`src/rtl/link_regs_pkg.sv`:
```
package link_regs_pkg;

	// -----------------------------------------------------------------
	// Register offsets
	// -----------------------------------------------------------------
	localparam logic [7:0] ctrl_offset = 8'h04;
	localparam logic [7:0] status_offset = 8'h08;
	localparam logic [7:0] irq_status_offset = 8'h0C;
	localparam logic [7:0] irq_clear_offset = 8'h10;
	localparam logic [7:0] irq_enable_offset = 8'h14;
	localparam logic [7:0] irq_pointer_offset = 8'h18;

	// -----------------------------------------------------------------
	// Control fields
	// -----------------------------------------------------------------
	localparam int ctrl_soft_reset_bit = 0;
	localparam int ctrl_wrap_bit = 1;
	localparam int ctrl_addr_bit = 2;
	localparam int ctrl_target_bit = 7;
	localparam logic [31:0] ctrl_write_mask = 32'h0000_0087;
	localparam logic [31:0] ctrl_reset = 32'h0000_0000;

	// -----------------------------------------------------------------
	// Status fields
	// -----------------------------------------------------------------
	localparam int st_link_bit = 0;
	localparam int st_near_err_bit = 7;
	localparam int st_far_err_bit = 8;
	localparam int st_out_pause_bit = 9;
	localparam int st_in_pause_bit = 10;
	localparam int st_tuner_bit = 11;
	localparam int st_sample_lo = 12;
	localparam int st_tx_lane_lo = 20;
	localparam int st_rx_lane_lo = 24;
	localparam logic [3:0] lane_count_max = 4'h4;

	// -----------------------------------------------------------------
	// Interrupt event bits
	// -----------------------------------------------------------------
	localparam int ev_near_err = 0;
	localparam int ev_far_err = 1;
	localparam int ev_link_change = 2;
	localparam int ev_width = 3;

	// -----------------------------------------------------------------
	// Link symbols on the serial pin
	// -----------------------------------------------------------------
	localparam logic [7:0] sym_pause_on = 8'hF1;
	localparam logic [7:0] sym_pause_off = 8'hF2;
	localparam logic [7:0] sym_error = 8'hFE;

	typedef struct packed {
		logic target_local;
		logic addr_compress_off;
		logic internal_wrap;
		logic soft_reset;
	} ctrl_type;

	typedef struct packed {
		logic [3:0] rx_lane_count;
		logic [3:0] tx_lane_count;
		logic [2:0] rx_sample_point_now;
		logic link_up;
		logic fifo1_full;
		logic fifo2_full;
		logic inbound_error;
		logic [7:0] rx_byte;
		logic rx_byte_valid;
	} core_status_type;

endpackage

```
`src/rtl/bit_sync.sv`:
```
`timescale 1ns/10ps
`default_nettype none
module bit_sync (
	// Clock and reset
	input wire logic clk,
	input wire logic resetn,
	// Data
	input wire logic async_in,
	output logic sync_out
);
	logic stage1;

	always_ff @(posedge clk or negedge resetn) begin
		if (!resetn) begin
			stage1 <= 1'b0;
			sync_out <= 1'b0;
		end else begin
			stage1 <= async_in;
			sync_out <= stage1;
		end
	end
endmodule // bit_sync
`default_nettype wire

```
`src/rtl/serial_link_ctrl_status.sv`:
```
// Operation
// - ctrl bit7 picks interrupt packet target register
// - reserved bits read zero, writes ignored
// - ctrl bit2 set sends full addresses
// - ctrl bit1 wraps transmit into receive
// - ctrl bit0 resets machines, drops link
// - software reset clears only status register
// - status 27-24 receive lanes, none to four
// - status 23-20 transmit lanes, none to four
// - status 14-12 current receive sample point
// - status bit11 always reads one
// - bit10 set by pause-on, cleared by pause-off
// - bit9 set when inbound FIFO full, pause sent
// - error bits clear only on write one
// - other status read-only, reset zero, tuner one
// - bit0 shows link initialised and alive
// - near error sets bit7, can interrupt
// - far error symbol sets bit8, can interrupt
//
// Design decisions made here: the APB slave port and the register offsets.
`timescale 1ns/10ps
`default_nettype none
module serial_link_ctrl_status (
	// Clock and reset
	input wire logic clk,
	input wire logic resetn,
	// APB slave
	input wire logic psel,
	input wire logic penable,
	input wire logic pwrite,
	input wire logic [7:0] paddr,
	input wire logic [31:0] pwdata,
	output logic [31:0] prdata,
	output logic pready,
	output logic pslverr,
	// Serial link pins
	input wire logic link_clk,
	input wire logic link_rx_data,
	output logic link_tx_data,
	// Port core
	input wire link_regs_pkg::core_status_type core_status,
	input wire logic [7:0] tx_byte,
	input wire logic tx_byte_valid,
	output link_regs_pkg::ctrl_type ctrl_out,
	output logic [31:0] irq_pointer,
	output logic core_reset,
	output logic loop_byte_valid,
	output logic [7:0] loop_byte,
	output logic tx_stall,
	output logic [7:0] pause_symbol,
	output logic pause_symbol_valid,
	// Interrupt
	output logic port_irq_out
);
	// -----------------------------------------------------------------
	// Pin synchronisers
	// -----------------------------------------------------------------
	logic link_clk_s;
	logic rx_data_s;
	logic link_clk_d;
	logic link_rise;

	bit_sync clk_sync (
		.clk(clk),
		.resetn(resetn),
		.async_in(link_clk),
		.sync_out(link_clk_s)
	);

	bit_sync data_sync (
		.clk(clk),
		.resetn(resetn),
		.async_in(link_rx_data),
		.sync_out(rx_data_s)
	);

	always_ff @(posedge clk or negedge resetn) begin
		if (!resetn) begin
			link_clk_d <= 1'b0;
		end else begin
			link_clk_d <= link_clk_s;
		end
	end

	assign link_rise = link_clk_s & ~link_clk_d;

	// -----------------------------------------------------------------
	// Bus decode
	// -----------------------------------------------------------------
	logic access;
	logic wr;
	logic known;
	link_regs_pkg::ctrl_type ctrl;
	logic status_write;

	assign access = psel & penable;
	assign wr = access & pwrite;
	assign pready = 1'b1;
	assign known = (paddr == link_regs_pkg::ctrl_offset) ||
		(paddr == link_regs_pkg::status_offset) ||
		(paddr == link_regs_pkg::irq_status_offset) ||
		(paddr == link_regs_pkg::irq_clear_offset) ||
		(paddr == link_regs_pkg::irq_enable_offset) ||
		(paddr == link_regs_pkg::irq_pointer_offset);
	assign pslverr = access & ~known;
	assign status_write = wr && (paddr == link_regs_pkg::status_offset);

	// -----------------------------------------------------------------
	// Control register
	// -----------------------------------------------------------------
	logic [31:0] ctrl_word;

	always_ff @(posedge clk or negedge resetn) begin
		if (!resetn) begin
			ctrl_word <= link_regs_pkg::ctrl_reset;
		end else if (wr && paddr == link_regs_pkg::ctrl_offset) begin
			ctrl_word <= pwdata & link_regs_pkg::ctrl_write_mask;
		end
	end

	assign ctrl.target_local = ctrl_word[link_regs_pkg::ctrl_target_bit];
	assign ctrl.addr_compress_off = ctrl_word[link_regs_pkg::ctrl_addr_bit];
	assign ctrl.internal_wrap = ctrl_word[link_regs_pkg::ctrl_wrap_bit];
	assign ctrl.soft_reset = ctrl_word[link_regs_pkg::ctrl_soft_reset_bit];
	assign ctrl_out = ctrl;
	assign core_reset = ctrl.soft_reset;

	// Pointer register survives the software reset
	always_ff @(posedge clk or negedge resetn) begin
		if (!resetn) begin
			irq_pointer <= 32'h0000_0000;
		end else if (wr && paddr == link_regs_pkg::irq_pointer_offset) begin
			irq_pointer <= pwdata;
		end
	end

	// -----------------------------------------------------------------
	// Serial symbol receiver
	// -----------------------------------------------------------------
	logic [7:0] rx_shift;
	logic [2:0] rx_count;
	logic sym_valid;
	logic [7:0] sym_byte;
	logic rx_in;

	// Loopback selects internal transmit bit, external lane ignored
	assign rx_in = ctrl.internal_wrap ? link_tx_data : rx_data_s;

	always_ff @(posedge clk or negedge resetn) begin
		if (!resetn) begin
			rx_shift <= 8'h00;
			rx_count <= 3'h0;
			sym_valid <= 1'b0;
		end else if (ctrl.soft_reset) begin
			rx_shift <= 8'h00;
			rx_count <= 3'h0;
			sym_valid <= 1'b0;
		end else begin
			sym_valid <= 1'b0;
			if (link_rise) begin
				rx_shift <= {rx_shift[6:0], rx_in};
				rx_count <= rx_count + 3'h1;
				sym_valid <= (rx_count == 3'h7);
			end
		end
	end

	assign sym_byte = rx_shift;

	// -----------------------------------------------------------------
	// Transmit shifter and loopback byte path
	// -----------------------------------------------------------------
	logic [7:0] tx_shift;
	logic [7:0] loop_q;
	logic loop_v;

	always_ff @(posedge clk or negedge resetn) begin
		if (!resetn) begin
			tx_shift <= 8'h00;
		end else if (ctrl.soft_reset) begin
			tx_shift <= 8'h00;
		end else if (tx_byte_valid) begin
			tx_shift <= tx_byte;
		end else if (link_rise) begin
			tx_shift <= {tx_shift[6:0], 1'b0};
		end
	end

	assign link_tx_data = ctrl.soft_reset ? 1'b0 : tx_shift[7];

	always_ff @(posedge clk or negedge resetn) begin
		if (!resetn) begin
			loop_q <= 8'h00;
			loop_v <= 1'b0;
		end else if (ctrl.internal_wrap && !ctrl.soft_reset) begin
			loop_q <= tx_byte;
			loop_v <= tx_byte_valid;
		end else begin
			loop_q <= core_status.rx_byte;
			loop_v <= core_status.rx_byte_valid & ~ctrl.soft_reset;
		end
	end

	assign loop_byte = loop_q;
	assign loop_byte_valid = loop_v;

	// -----------------------------------------------------------------
	// Flow control
	// -----------------------------------------------------------------
	logic in_pause;
	logic out_pause;
	logic fifo_full;
	logic [7:0] pause_sym_q;
	logic pause_sym_v;

	assign fifo_full = core_status.fifo1_full | core_status.fifo2_full;

	always_ff @(posedge clk or negedge resetn) begin
		if (!resetn) begin
			in_pause <= 1'b0;
		end else if (ctrl.soft_reset) begin
			in_pause <= 1'b0;
		end else if (sym_valid && sym_byte == link_regs_pkg::sym_pause_on) begin
			in_pause <= 1'b1;
		end else if (sym_valid && sym_byte == link_regs_pkg::sym_pause_off) begin
			in_pause <= 1'b0;
		end
	end

	assign tx_stall = in_pause;

	always_ff @(posedge clk or negedge resetn) begin
		if (!resetn) begin
			out_pause <= 1'b0;
			pause_sym_q <= 8'h00;
			pause_sym_v <= 1'b0;
		end else if (ctrl.soft_reset) begin
			out_pause <= 1'b0;
			pause_sym_q <= 8'h00;
			pause_sym_v <= 1'b0;
		end else begin
			pause_sym_v <= 1'b0;
			if (fifo_full && !out_pause) begin
				out_pause <= 1'b1;
				pause_sym_q <= link_regs_pkg::sym_pause_on;
				pause_sym_v <= 1'b1;
			end else if (!fifo_full && out_pause) begin
				out_pause <= 1'b0;
				pause_sym_q <= link_regs_pkg::sym_pause_off;
				pause_sym_v <= 1'b1;
			end
		end
	end

	assign pause_symbol = pause_sym_q;
	assign pause_symbol_valid = pause_sym_v;

	// -----------------------------------------------------------------
	// Status register
	// -----------------------------------------------------------------
	logic near_err;
	logic far_err;
	logic far_event;
	logic link_q;
	logic [3:0] rx_lanes;
	logic [3:0] tx_lanes;
	logic [2:0] sample_q;
	logic [31:0] status_word;

	assign far_event = sym_valid && (sym_byte == link_regs_pkg::sym_error);

	// Set wins over a same-cycle clear
	always_ff @(posedge clk or negedge resetn) begin
		if (!resetn) begin
			near_err <= 1'b0;
		end else if (ctrl.soft_reset) begin
			near_err <= 1'b0;
		end else if (core_status.inbound_error) begin
			near_err <= 1'b1;
		end else if (status_write && pwdata[link_regs_pkg::st_near_err_bit]) begin
			near_err <= 1'b0;
		end
	end

	always_ff @(posedge clk or negedge resetn) begin
		if (!resetn) begin
			far_err <= 1'b0;
		end else if (ctrl.soft_reset) begin
			far_err <= 1'b0;
		end else if (far_event) begin
			far_err <= 1'b1;
		end else if (status_write && pwdata[link_regs_pkg::st_far_err_bit]) begin
			far_err <= 1'b0;
		end
	end

	// Reserved lane counts shown as zero
	always_ff @(posedge clk or negedge resetn) begin
		if (!resetn) begin
			link_q <= 1'b0;
			rx_lanes <= 4'h0;
			tx_lanes <= 4'h0;
			sample_q <= 3'h0;
		end else if (ctrl.soft_reset) begin
			link_q <= 1'b0;
			rx_lanes <= 4'h0;
			tx_lanes <= 4'h0;
			sample_q <= 3'h0;
		end else begin
			link_q <= core_status.link_up;
			rx_lanes <= (core_status.rx_lane_count > link_regs_pkg::lane_count_max) ?
				4'h0 : core_status.rx_lane_count;
			tx_lanes <= (core_status.tx_lane_count > link_regs_pkg::lane_count_max) ?
				4'h0 : core_status.tx_lane_count;
			sample_q <= core_status.rx_sample_point_now;
		end
	end

	always_comb begin
		status_word = 32'h0000_0000;
		status_word[link_regs_pkg::st_rx_lane_lo +: 4] = rx_lanes;
		status_word[link_regs_pkg::st_tx_lane_lo +: 4] = tx_lanes;
		status_word[link_regs_pkg::st_sample_lo +: 3] = sample_q;
		status_word[link_regs_pkg::st_tuner_bit] = 1'b1;
		status_word[link_regs_pkg::st_in_pause_bit] = in_pause;
		status_word[link_regs_pkg::st_out_pause_bit] = out_pause;
		status_word[link_regs_pkg::st_far_err_bit] = far_err;
		status_word[link_regs_pkg::st_near_err_bit] = near_err;
		status_word[link_regs_pkg::st_link_bit] = link_q;
	end

	// -----------------------------------------------------------------
	// Interrupt registers
	// -----------------------------------------------------------------
	logic [2:0] irq_status;
	logic [2:0] irq_enable;
	logic [2:0] irq_events;
	logic [2:0] irq_clear;
	logic link_prev;

	always_ff @(posedge clk or negedge resetn) begin
		if (!resetn) begin
			link_prev <= 1'b0;
		end else begin
			link_prev <= link_q;
		end
	end

	assign irq_events[link_regs_pkg::ev_near_err] = core_status.inbound_error &
		~ctrl.soft_reset;
	assign irq_events[link_regs_pkg::ev_far_err] = far_event & ~ctrl.soft_reset;
	assign irq_events[link_regs_pkg::ev_link_change] = link_q ^ link_prev;
	assign irq_clear = (wr && paddr == link_regs_pkg::irq_clear_offset) ?
		pwdata[link_regs_pkg::ev_width-1:0] : 3'h0;

	always_ff @(posedge clk or negedge resetn) begin
		if (!resetn) begin
			irq_status <= 3'h0;
		end else begin
			irq_status <= (irq_status & ~irq_clear) | irq_events;
		end
	end

	always_ff @(posedge clk or negedge resetn) begin
		if (!resetn) begin
			irq_enable <= 3'h0;
		end else if (wr && paddr == link_regs_pkg::irq_enable_offset) begin
			irq_enable <= pwdata[link_regs_pkg::ev_width-1:0];
		end
	end

	assign port_irq_out = |(irq_status & irq_enable);

	// -----------------------------------------------------------------
	// Read data
	// -----------------------------------------------------------------
	always_ff @(posedge clk or negedge resetn) begin
		if (!resetn) begin
			prdata <= 32'h0000_0000;
		end else if (psel && !penable && !pwrite) begin
			unique case (paddr)
				link_regs_pkg::ctrl_offset: prdata <= ctrl_word;
				link_regs_pkg::status_offset: prdata <= status_word;
				link_regs_pkg::irq_status_offset: prdata <= {29'h0, irq_status};
				link_regs_pkg::irq_enable_offset: prdata <= {29'h0, irq_enable};
				link_regs_pkg::irq_pointer_offset: prdata <= irq_pointer;
				default: prdata <= 32'h0000_0000;
			endcase
		end
	end
endmodule // serial_link_ctrl_status
`default_nettype wire

```
`config.mk`:
```
export PLATFORM = sky130hd
export DESIGN_NAME = serial_link_ctrl_status
export DESIGN_NICKNAME = d
export VERILOG_FILES = /design/src/rtl/link_regs_pkg.sv /design/src/rtl/bit_sync.sv /design/src/rtl/serial_link_ctrl_status.sv
export SDC_FILE = /design/constraint.sdc
export NUM_CORES = 1
export LEC_CHECK = 0
export ABC_CLOCK_PERIOD_IN_PS = 3200
export BUFFER_PORTS_ARGS = -buffer_cell sky130_fd_sc_hd__buf_2
export CORE_UTILIZATION = 55
export CTS_BUF_LIST = sky130_fd_sc_hd__clkbuf_4 sky130_fd_sc_hd__clkbuf_8 sky130_fd_sc_hd__clkbuf_16
export DETAILED_ROUTE_END_ITERATION = 7
export GPL_ROUTABILITY_DRIVEN = 0
export PLACE_DENSITY_LB_ADDON = 0.15
export SYNTH_ARGS = -nofsm -noshare
export SYNTH_HDL_FRONTEND = slang
export SYNTH_HIERARCHICAL = 1
export SYNTH_SLANG_ARGS = --single-unit
```
`constraint.sdc`:
```
create_clock -name clk -period 3.2 [get_ports clk]
set_clock_uncertainty 0.15 [all_clocks]
set_input_delay 0.48 -clock clk [delete_from_list [all_inputs] [get_ports clk]]
set_output_delay 0.48 -clock clk [all_outputs]
set_load 0.01 [all_outputs]
```
## After elaboration in Yosys (flattened, before gate mapping)

Index checks and enable logic that the tools add are counted.

| storage, ports and cells | value |
|---|---|
| register bits after elaboration | 134 |
| latch bits | 0 |
| memory bits (writable) | 0 |
| bits in read-only memories | 0 |
| bits of input ports | 80 |
| output and inout port bits | 92 |
| word-level logic and storage cells | 127 |
| memories | 0 |

| cells by class | value |
|---|---|
| add/subtract/negate cells | 1 |
| $mul | 0 |
| divide/modulo/power cells | 0 |
| magnitude comparators | 2 |
| eq/ne operators | 10 |
| shift operators | 0 |
| muxes and demuxes | 39 |
| bitwise operators | 16 |
| reduce and logical (&&, ||, !) cells | 32 |

Operators by type and width:

| cell | number |
|---|---|
| 32-bit one-hot mux with 5 select lines | 1 |
| 8-bit two-way mux | 9 |
| 8-bit by 5-bit == test with 1-bit output (second input constant) | 3 |
| 8-bit == test (second input constant) | 3 |
| 1-bit two-way mux | 21 |
| 8-bit by 4-bit == test with 1-bit output (second input constant) | 2 |
| 4-bit two-way mux | 4 |
| 1-bit logical AND | 15 |
| 3-bit nonzero test | 5 |
| 3-bit two-way mux | 4 |
| 8-bit by 3-bit == test with 1-bit output (second input constant) | 1 |
| 4-bit by 3-bit greater-than comparator with 1-bit output (second input constant) | 2 |
| 1-bit bitwise AND | 7 |
| 3-bit bitwise AND | 2 |
| 1-bit zero test | 5 |
| 1-bit logical OR | 5 |
| 3-bit by 1-bit adder with 3-bit output (second input constant) | 1 |
| 3-bit == test (second input constant) | 1 |
| 1-bit NOT | 3 |
| 3-bit NOT | 1 |
| 3-bit OR | 1 |
| 3-bit OR reduction | 1 |
| 2-bit nonzero test | 1 |
| 1-bit OR | 1 |
| 1-bit bitwise XOR | 1 |

## Depth between registers and ports, before layout

| logic depth | value |
|---|---|
| word-level depth | 8 |
| gate-level depth with buffers | 7 |
| gate-level depth less buffers | 6 |

## Modules after synthesis

The synthesis kept the hierarchy.

By module, submodules not included:

| module | instances | cells each | area an instance (um2) | sequential area each (um2) |
|---|---|---|---|---|
| serial_link_ctrl_status | 1 | 474 | 5286.3 | 3103.0 |
| bit_sync | 2 | 2 | 50.0 | 50.0 |

## Worst setup path before layout

Ideal clock, no wire load.

| timing | value |
|---|---|
| path type | input -> register |
| start point | in penable |
| end point | reg irq_pointer[0] |
| library setup time | 0.125 ns |
| data arrival time | 1.546 ns |
| required time | 2.925 ns |
| path slack | 1.379 ns |
| cell stages on the path | 5 |
| path buffers | 1 |
| cell sequence | and3_1 and3_1 nand2_1 buf_2 mux2_2 |

| between the ends | value |
|---|---|
| cells in the longest elaborated chain, start to end | 3 |

RTL lines:

| what | line | text |
|---|---|---|
| start, declared | serial_link_ctrl_status.sv:29 | `input wire logic penable,` |
| 1-bit bitwise AND | serial_link_ctrl_status.sv:96 | `assign access = psel & penable;` |
| 1-bit bitwise AND | serial_link_ctrl_status.sv:97 | `assign wr = access & pwrite;` |
| 1-bit logical AND | serial_link_ctrl_status.sv:132 | `end else if (wr && paddr == link_regs_pkg::irq_pointer_offset) begin` |
| end signal, assigned | serial_link_ctrl_status.sv:133 | `irq_pointer <= pwdata;` |
| end, declared | serial_link_ctrl_status.sv:45 | `output logic [31:0] irq_pointer,` |

No other way between the ends.
A chain may end at the register's enable or synchronous reset.

## Final worst setup path

| timing | value |
|---|---|
| start point | reg irq_status[0] |
| end point | out port_irq_out |

| between the ends | value |
|---|---|
| cells in the longest elaborated chain, start to end | 2 |

RTL lines:

| what | line | text |
|---|---|---|
| start, declared | serial_link_ctrl_status.sv:335 | `logic [2:0] irq_status;` |
| start signal, assigned | serial_link_ctrl_status.sv:360 | `irq_status <= (irq_status & ~irq_clear) \| irq_events;` |
| 3-bit bitwise AND | serial_link_ctrl_status.sv:372 | `assign port_irq_out = \|(irq_status & irq_enable);` |
| 3-bit OR reduction | serial_link_ctrl_status.sv:372 |  |
| end, declared | serial_link_ctrl_status.sv:53 | `output logic port_irq_out` |

No other way between the ends.

==> impl_metrics.env <==
export IMPL_status="finished, final reports clean"
export IMPL_num_vias=4189
export IMPL_avgSynthCellArea_um2=11.27
export IMPL_viasPerCell=5.330
export IMPL_synthDistinctLibCells=48
export IMPL_cp_top_family="compound AO/OA/AOI/OAI gates"
export IMPL_power_density_nw_per_um2=587.6
export IMPL_start_util_pct=57.48
export IMPL_highest_layer="met4"
export IMPL_peakVddDrop_v=0.0004247
export IMPL_worstPathArrival_ns=1.56
export IMPL_yosysTopAreaCell="dfrtp_1"
export IMPL_wl_per_cell_um=16.03
export IMPL_netlist_top_cells_area="dfrtp_1, mux2_2, nand2_1"
export IMPL_io_pins=172
export IMPL_clk_pin_slew_worst_paths_ns=0.06
export IMPL_rsz0062_at_grt="no"
export IMPL_firstDrtPassIters=5
export IMPL_grt_pass1_vias=4092
export IMPL_htree_levels=4
export IMPL_synthTopCellsByCount="dfrtp_1, nand2_1, mux2_2, a21oi_1, o21ai_1"
export IMPL_grt_util_all_layers_pct=25.91
export IMPL_worst_path_stages=3
export IMPL_grt_pass1_wl_mm=19.78
export IMPL_slew_headroom_pct=43.88
export IMPL_required_ns=2.57
export IMPL_drt_iter0_drc=164
export IMPL_p_leak_nw=3.572
export IMPL_portBuffers=168
export IMPL_async_flop_share_pct=100.0
export IMPL_cp_buffers_inverters=2
export IMPL_yosysSeqAreaShare_pct=59.47
export IMPL_period_needed_ns=2.189
export IMPL_min_path_cells=2
export IMPL_numCtsBuffers=17
export IMPL_fmax_ghz=0.4567
export IMPL_die_h_um=101.0
export IMPL_cp_max_fo=3
export IMPL_path_class="reg -> out"
export IMPL_worstSkewPairLatency_ns=0.52
export IMPL_die_area_um2=10190
export IMPL_cts_setup_buffers=0
export IMPL_finalCritPeriodShare_pct=68.42
export IMPL_crit_path_start_kind="flip-flop"
export IMPL_critPathSlowestCell="a222oi_1"
export IMPL_nFillCells=696
export IMPL_hold_viol_final=0
export IMPL_ys_seq_elements=128
export IMPL_setup_worst_path_end_class="primary output"
export IMPL_wirelength_mm=12.60
export IMPL_synth_flop_cell="dfrtp_1"
export IMPL_fin_nets=728
export IMPL_synth_edf_count=0
export IMPL_tightestPinTransition_ns=0.8418
export IMPL_drc=0
export IMPL_met3WireLength_um=817
export IMPL_dpl_cell_count=751
export IMPL_num_rows=35
export IMPL_antenna_found_initial=0
export IMPL_drive_above_1_share_pct=39.73
export IMPL_cts_tree="yes"
export IMPL_diodes=0
export IMPL_clock_path_buffers=2
export IMPL_ff2ff_path_depth=3
export IMPL_syn_inst=478
export IMPL_syn_area_um2=5386
export IMPL_core_area_um2=9371
export IMPL_grt_max_degree=66
export IMPL_maxCapViolCount=0
export IMPL_fin_setup_tns_ns=0
export IMPL_wl_met1_mm=5.202
export IMPL_post_dp_hpwl_mm=8.486
export IMPL_post_cts_resized=0
export IMPL_yosysMostFrequentCell="dfrtp_1"
export IMPL_slowest_delay_ns=0.42
export IMPL_slew_violations=0
export IMPL_routed_wl_met2_mm=6.396
export IMPL_worstHoldPathType="in -> reg"
export IMPL_die_w_um=101.0
export IMPL_crit_chain="a222oi_1 > inv_1 > buf_2"
export IMPL_ant_nets=0
export IMPL_setup_violations=0
export IMPL_grt_overflow=0
export IMPL_syn2layout_area_growth_pct=28.32
export IMPL_yosysTopAreaCellShare_pct=59.47
export IMPL_numClockSinks=128
export IMPL_clock_root_buffer="clkbuf_8"
export IMPL_yosys_warnings=6
export IMPL_instances_no_fill=786
[area by class of cell]
cell class                      instances  area, um^2  share of cell area [%]
Clock buffer                           18       421.7                   6.101
Timing Repair Buffer                  180       953.4                   13.79
Tap cell                              129       161.4                   2.335
Sequential cell                       128        3203                   46.34
Multi-Input combinational cell        309        1962                   28.39
Inverter                                8       30.03                  0.4345
Clock inverter                         14       180.2                   2.607
[worst register-to-register path, delay by kind of cell, from the launching register on]
family	cells	cell delay, ns
buffers and inverters	1	0.25
AND/OR/NAND/NOR	1	0.36
flip-flops	1	0.72
multiplexers	1	0.39
[path summary, 6_finish.rpt]
check	startpoint	to	slack (ns)
worst max register to register	ctrl_word[0]	loop_byte[5]	1.22
min in group asynchronous	resetn	prdata[5]	0.46
worst max-delay path	irq_status[0]	port_irq_out	1.01
worst min register to register	clk_sync/stage1	clk_sync/sync_out	0.20
max in group asynchronous	resetn	tx_shift[7]	1.60
worst min-delay path	core_status[12]	link_q	0.03
[state kept, by name, summed over array words and instances (netlist names), 4 cells and up]
| register | count |
|---|---|
| tx_shift | 8 |
| rx_shift | 8 |
| loop_byte | 8 |
| prdata | 32 |
| rx_lanes | 4 |
| tx_lanes | 4 |
| irq_pointer | 32 |
| ctrl_word | 4 |
[power breakdown]
part	total (mW)	switching [mW]	internal (mW)	leakage [nW]
sequential	1.78	0.0675	1.71	1.67
combinational	0.342	0.191	0.152	1.61
clock	1.94	0.732	1.21	0.291
total	4.06	0.990	3.07	3.57
[repair_timing]
item                                    in CTS  in global routing
hold buffers                                 3                  0
hold endpoints to repair                    65                  0
endpoints found under the setup margin       0                  0
[per-layer routing]
layer | up-vias | GRT usage [%]
li1 | 1968 | -
met1 | 2027 | 32.79
met2 | 172 | 42.41
met4 | 0 | 10.14
met3 | 22 | 7.282
met5 | - | 0
[stage by stage]
step           power (mW)  area, um^2  util, %  hold WS, ns  setup WS [ns]
6_report            4.061        6912    73.75      0.02943          1.011
5_1_grt             4.213        6912    73.75     0.009778         0.9674
4_1_cts             4.091        6912    73.75      0.01424          1.014
3_5_place_dp        2.145        6280    67.01       0.1933          1.003
3_3_place_gp        2.122        6280    67.01       0.1886          1.047
2_1_floorplan       1.981        5398        -      0.03441          1.379
[placed cells by master (no fill, tap or decap), drive strengths merged, types with 2 or more instances in the layout]
cell         Yosys  routed
nand4            2       2
a22oi           15      15
nand2b           2       2
mux2            47      47
mux2i            4       4
and2             7       7
ha               4       4
inv              8      13
nor2            13      13
a21o             9       9
clkinv           0       4
clkinvlp         0       2
nor4             4       4
nor3             7       7
buf             21     177
a22o             5       5
conb             2       5
o21ai           33      33
nand2           91      91
bufinv           0       3
dlygate4sd3      0       3
nor2b            8       8
a32oi            2       2
a31oi            2       2
dfrtp          128     128
a21oi           22      22
nand3b           2       2
and3             6       6
clkbuf          15      18
nand3            5       5
[cells by family (layout without fill, tap and decap cells)]
logic type	Yosys count	count (layout)	share of synthesized area (%)
compound gates	94	94	10.85
xor+xnor	2	2	0.3253
fa+ha+maj	4	4	0.9292
buf+inv	44	220	4.320
flops	128	128	59.47
mux	51	51	10.57
other cells	2	5	0.1394
simple gates	153	153	13.40
(Power assumes the default switching activity.)
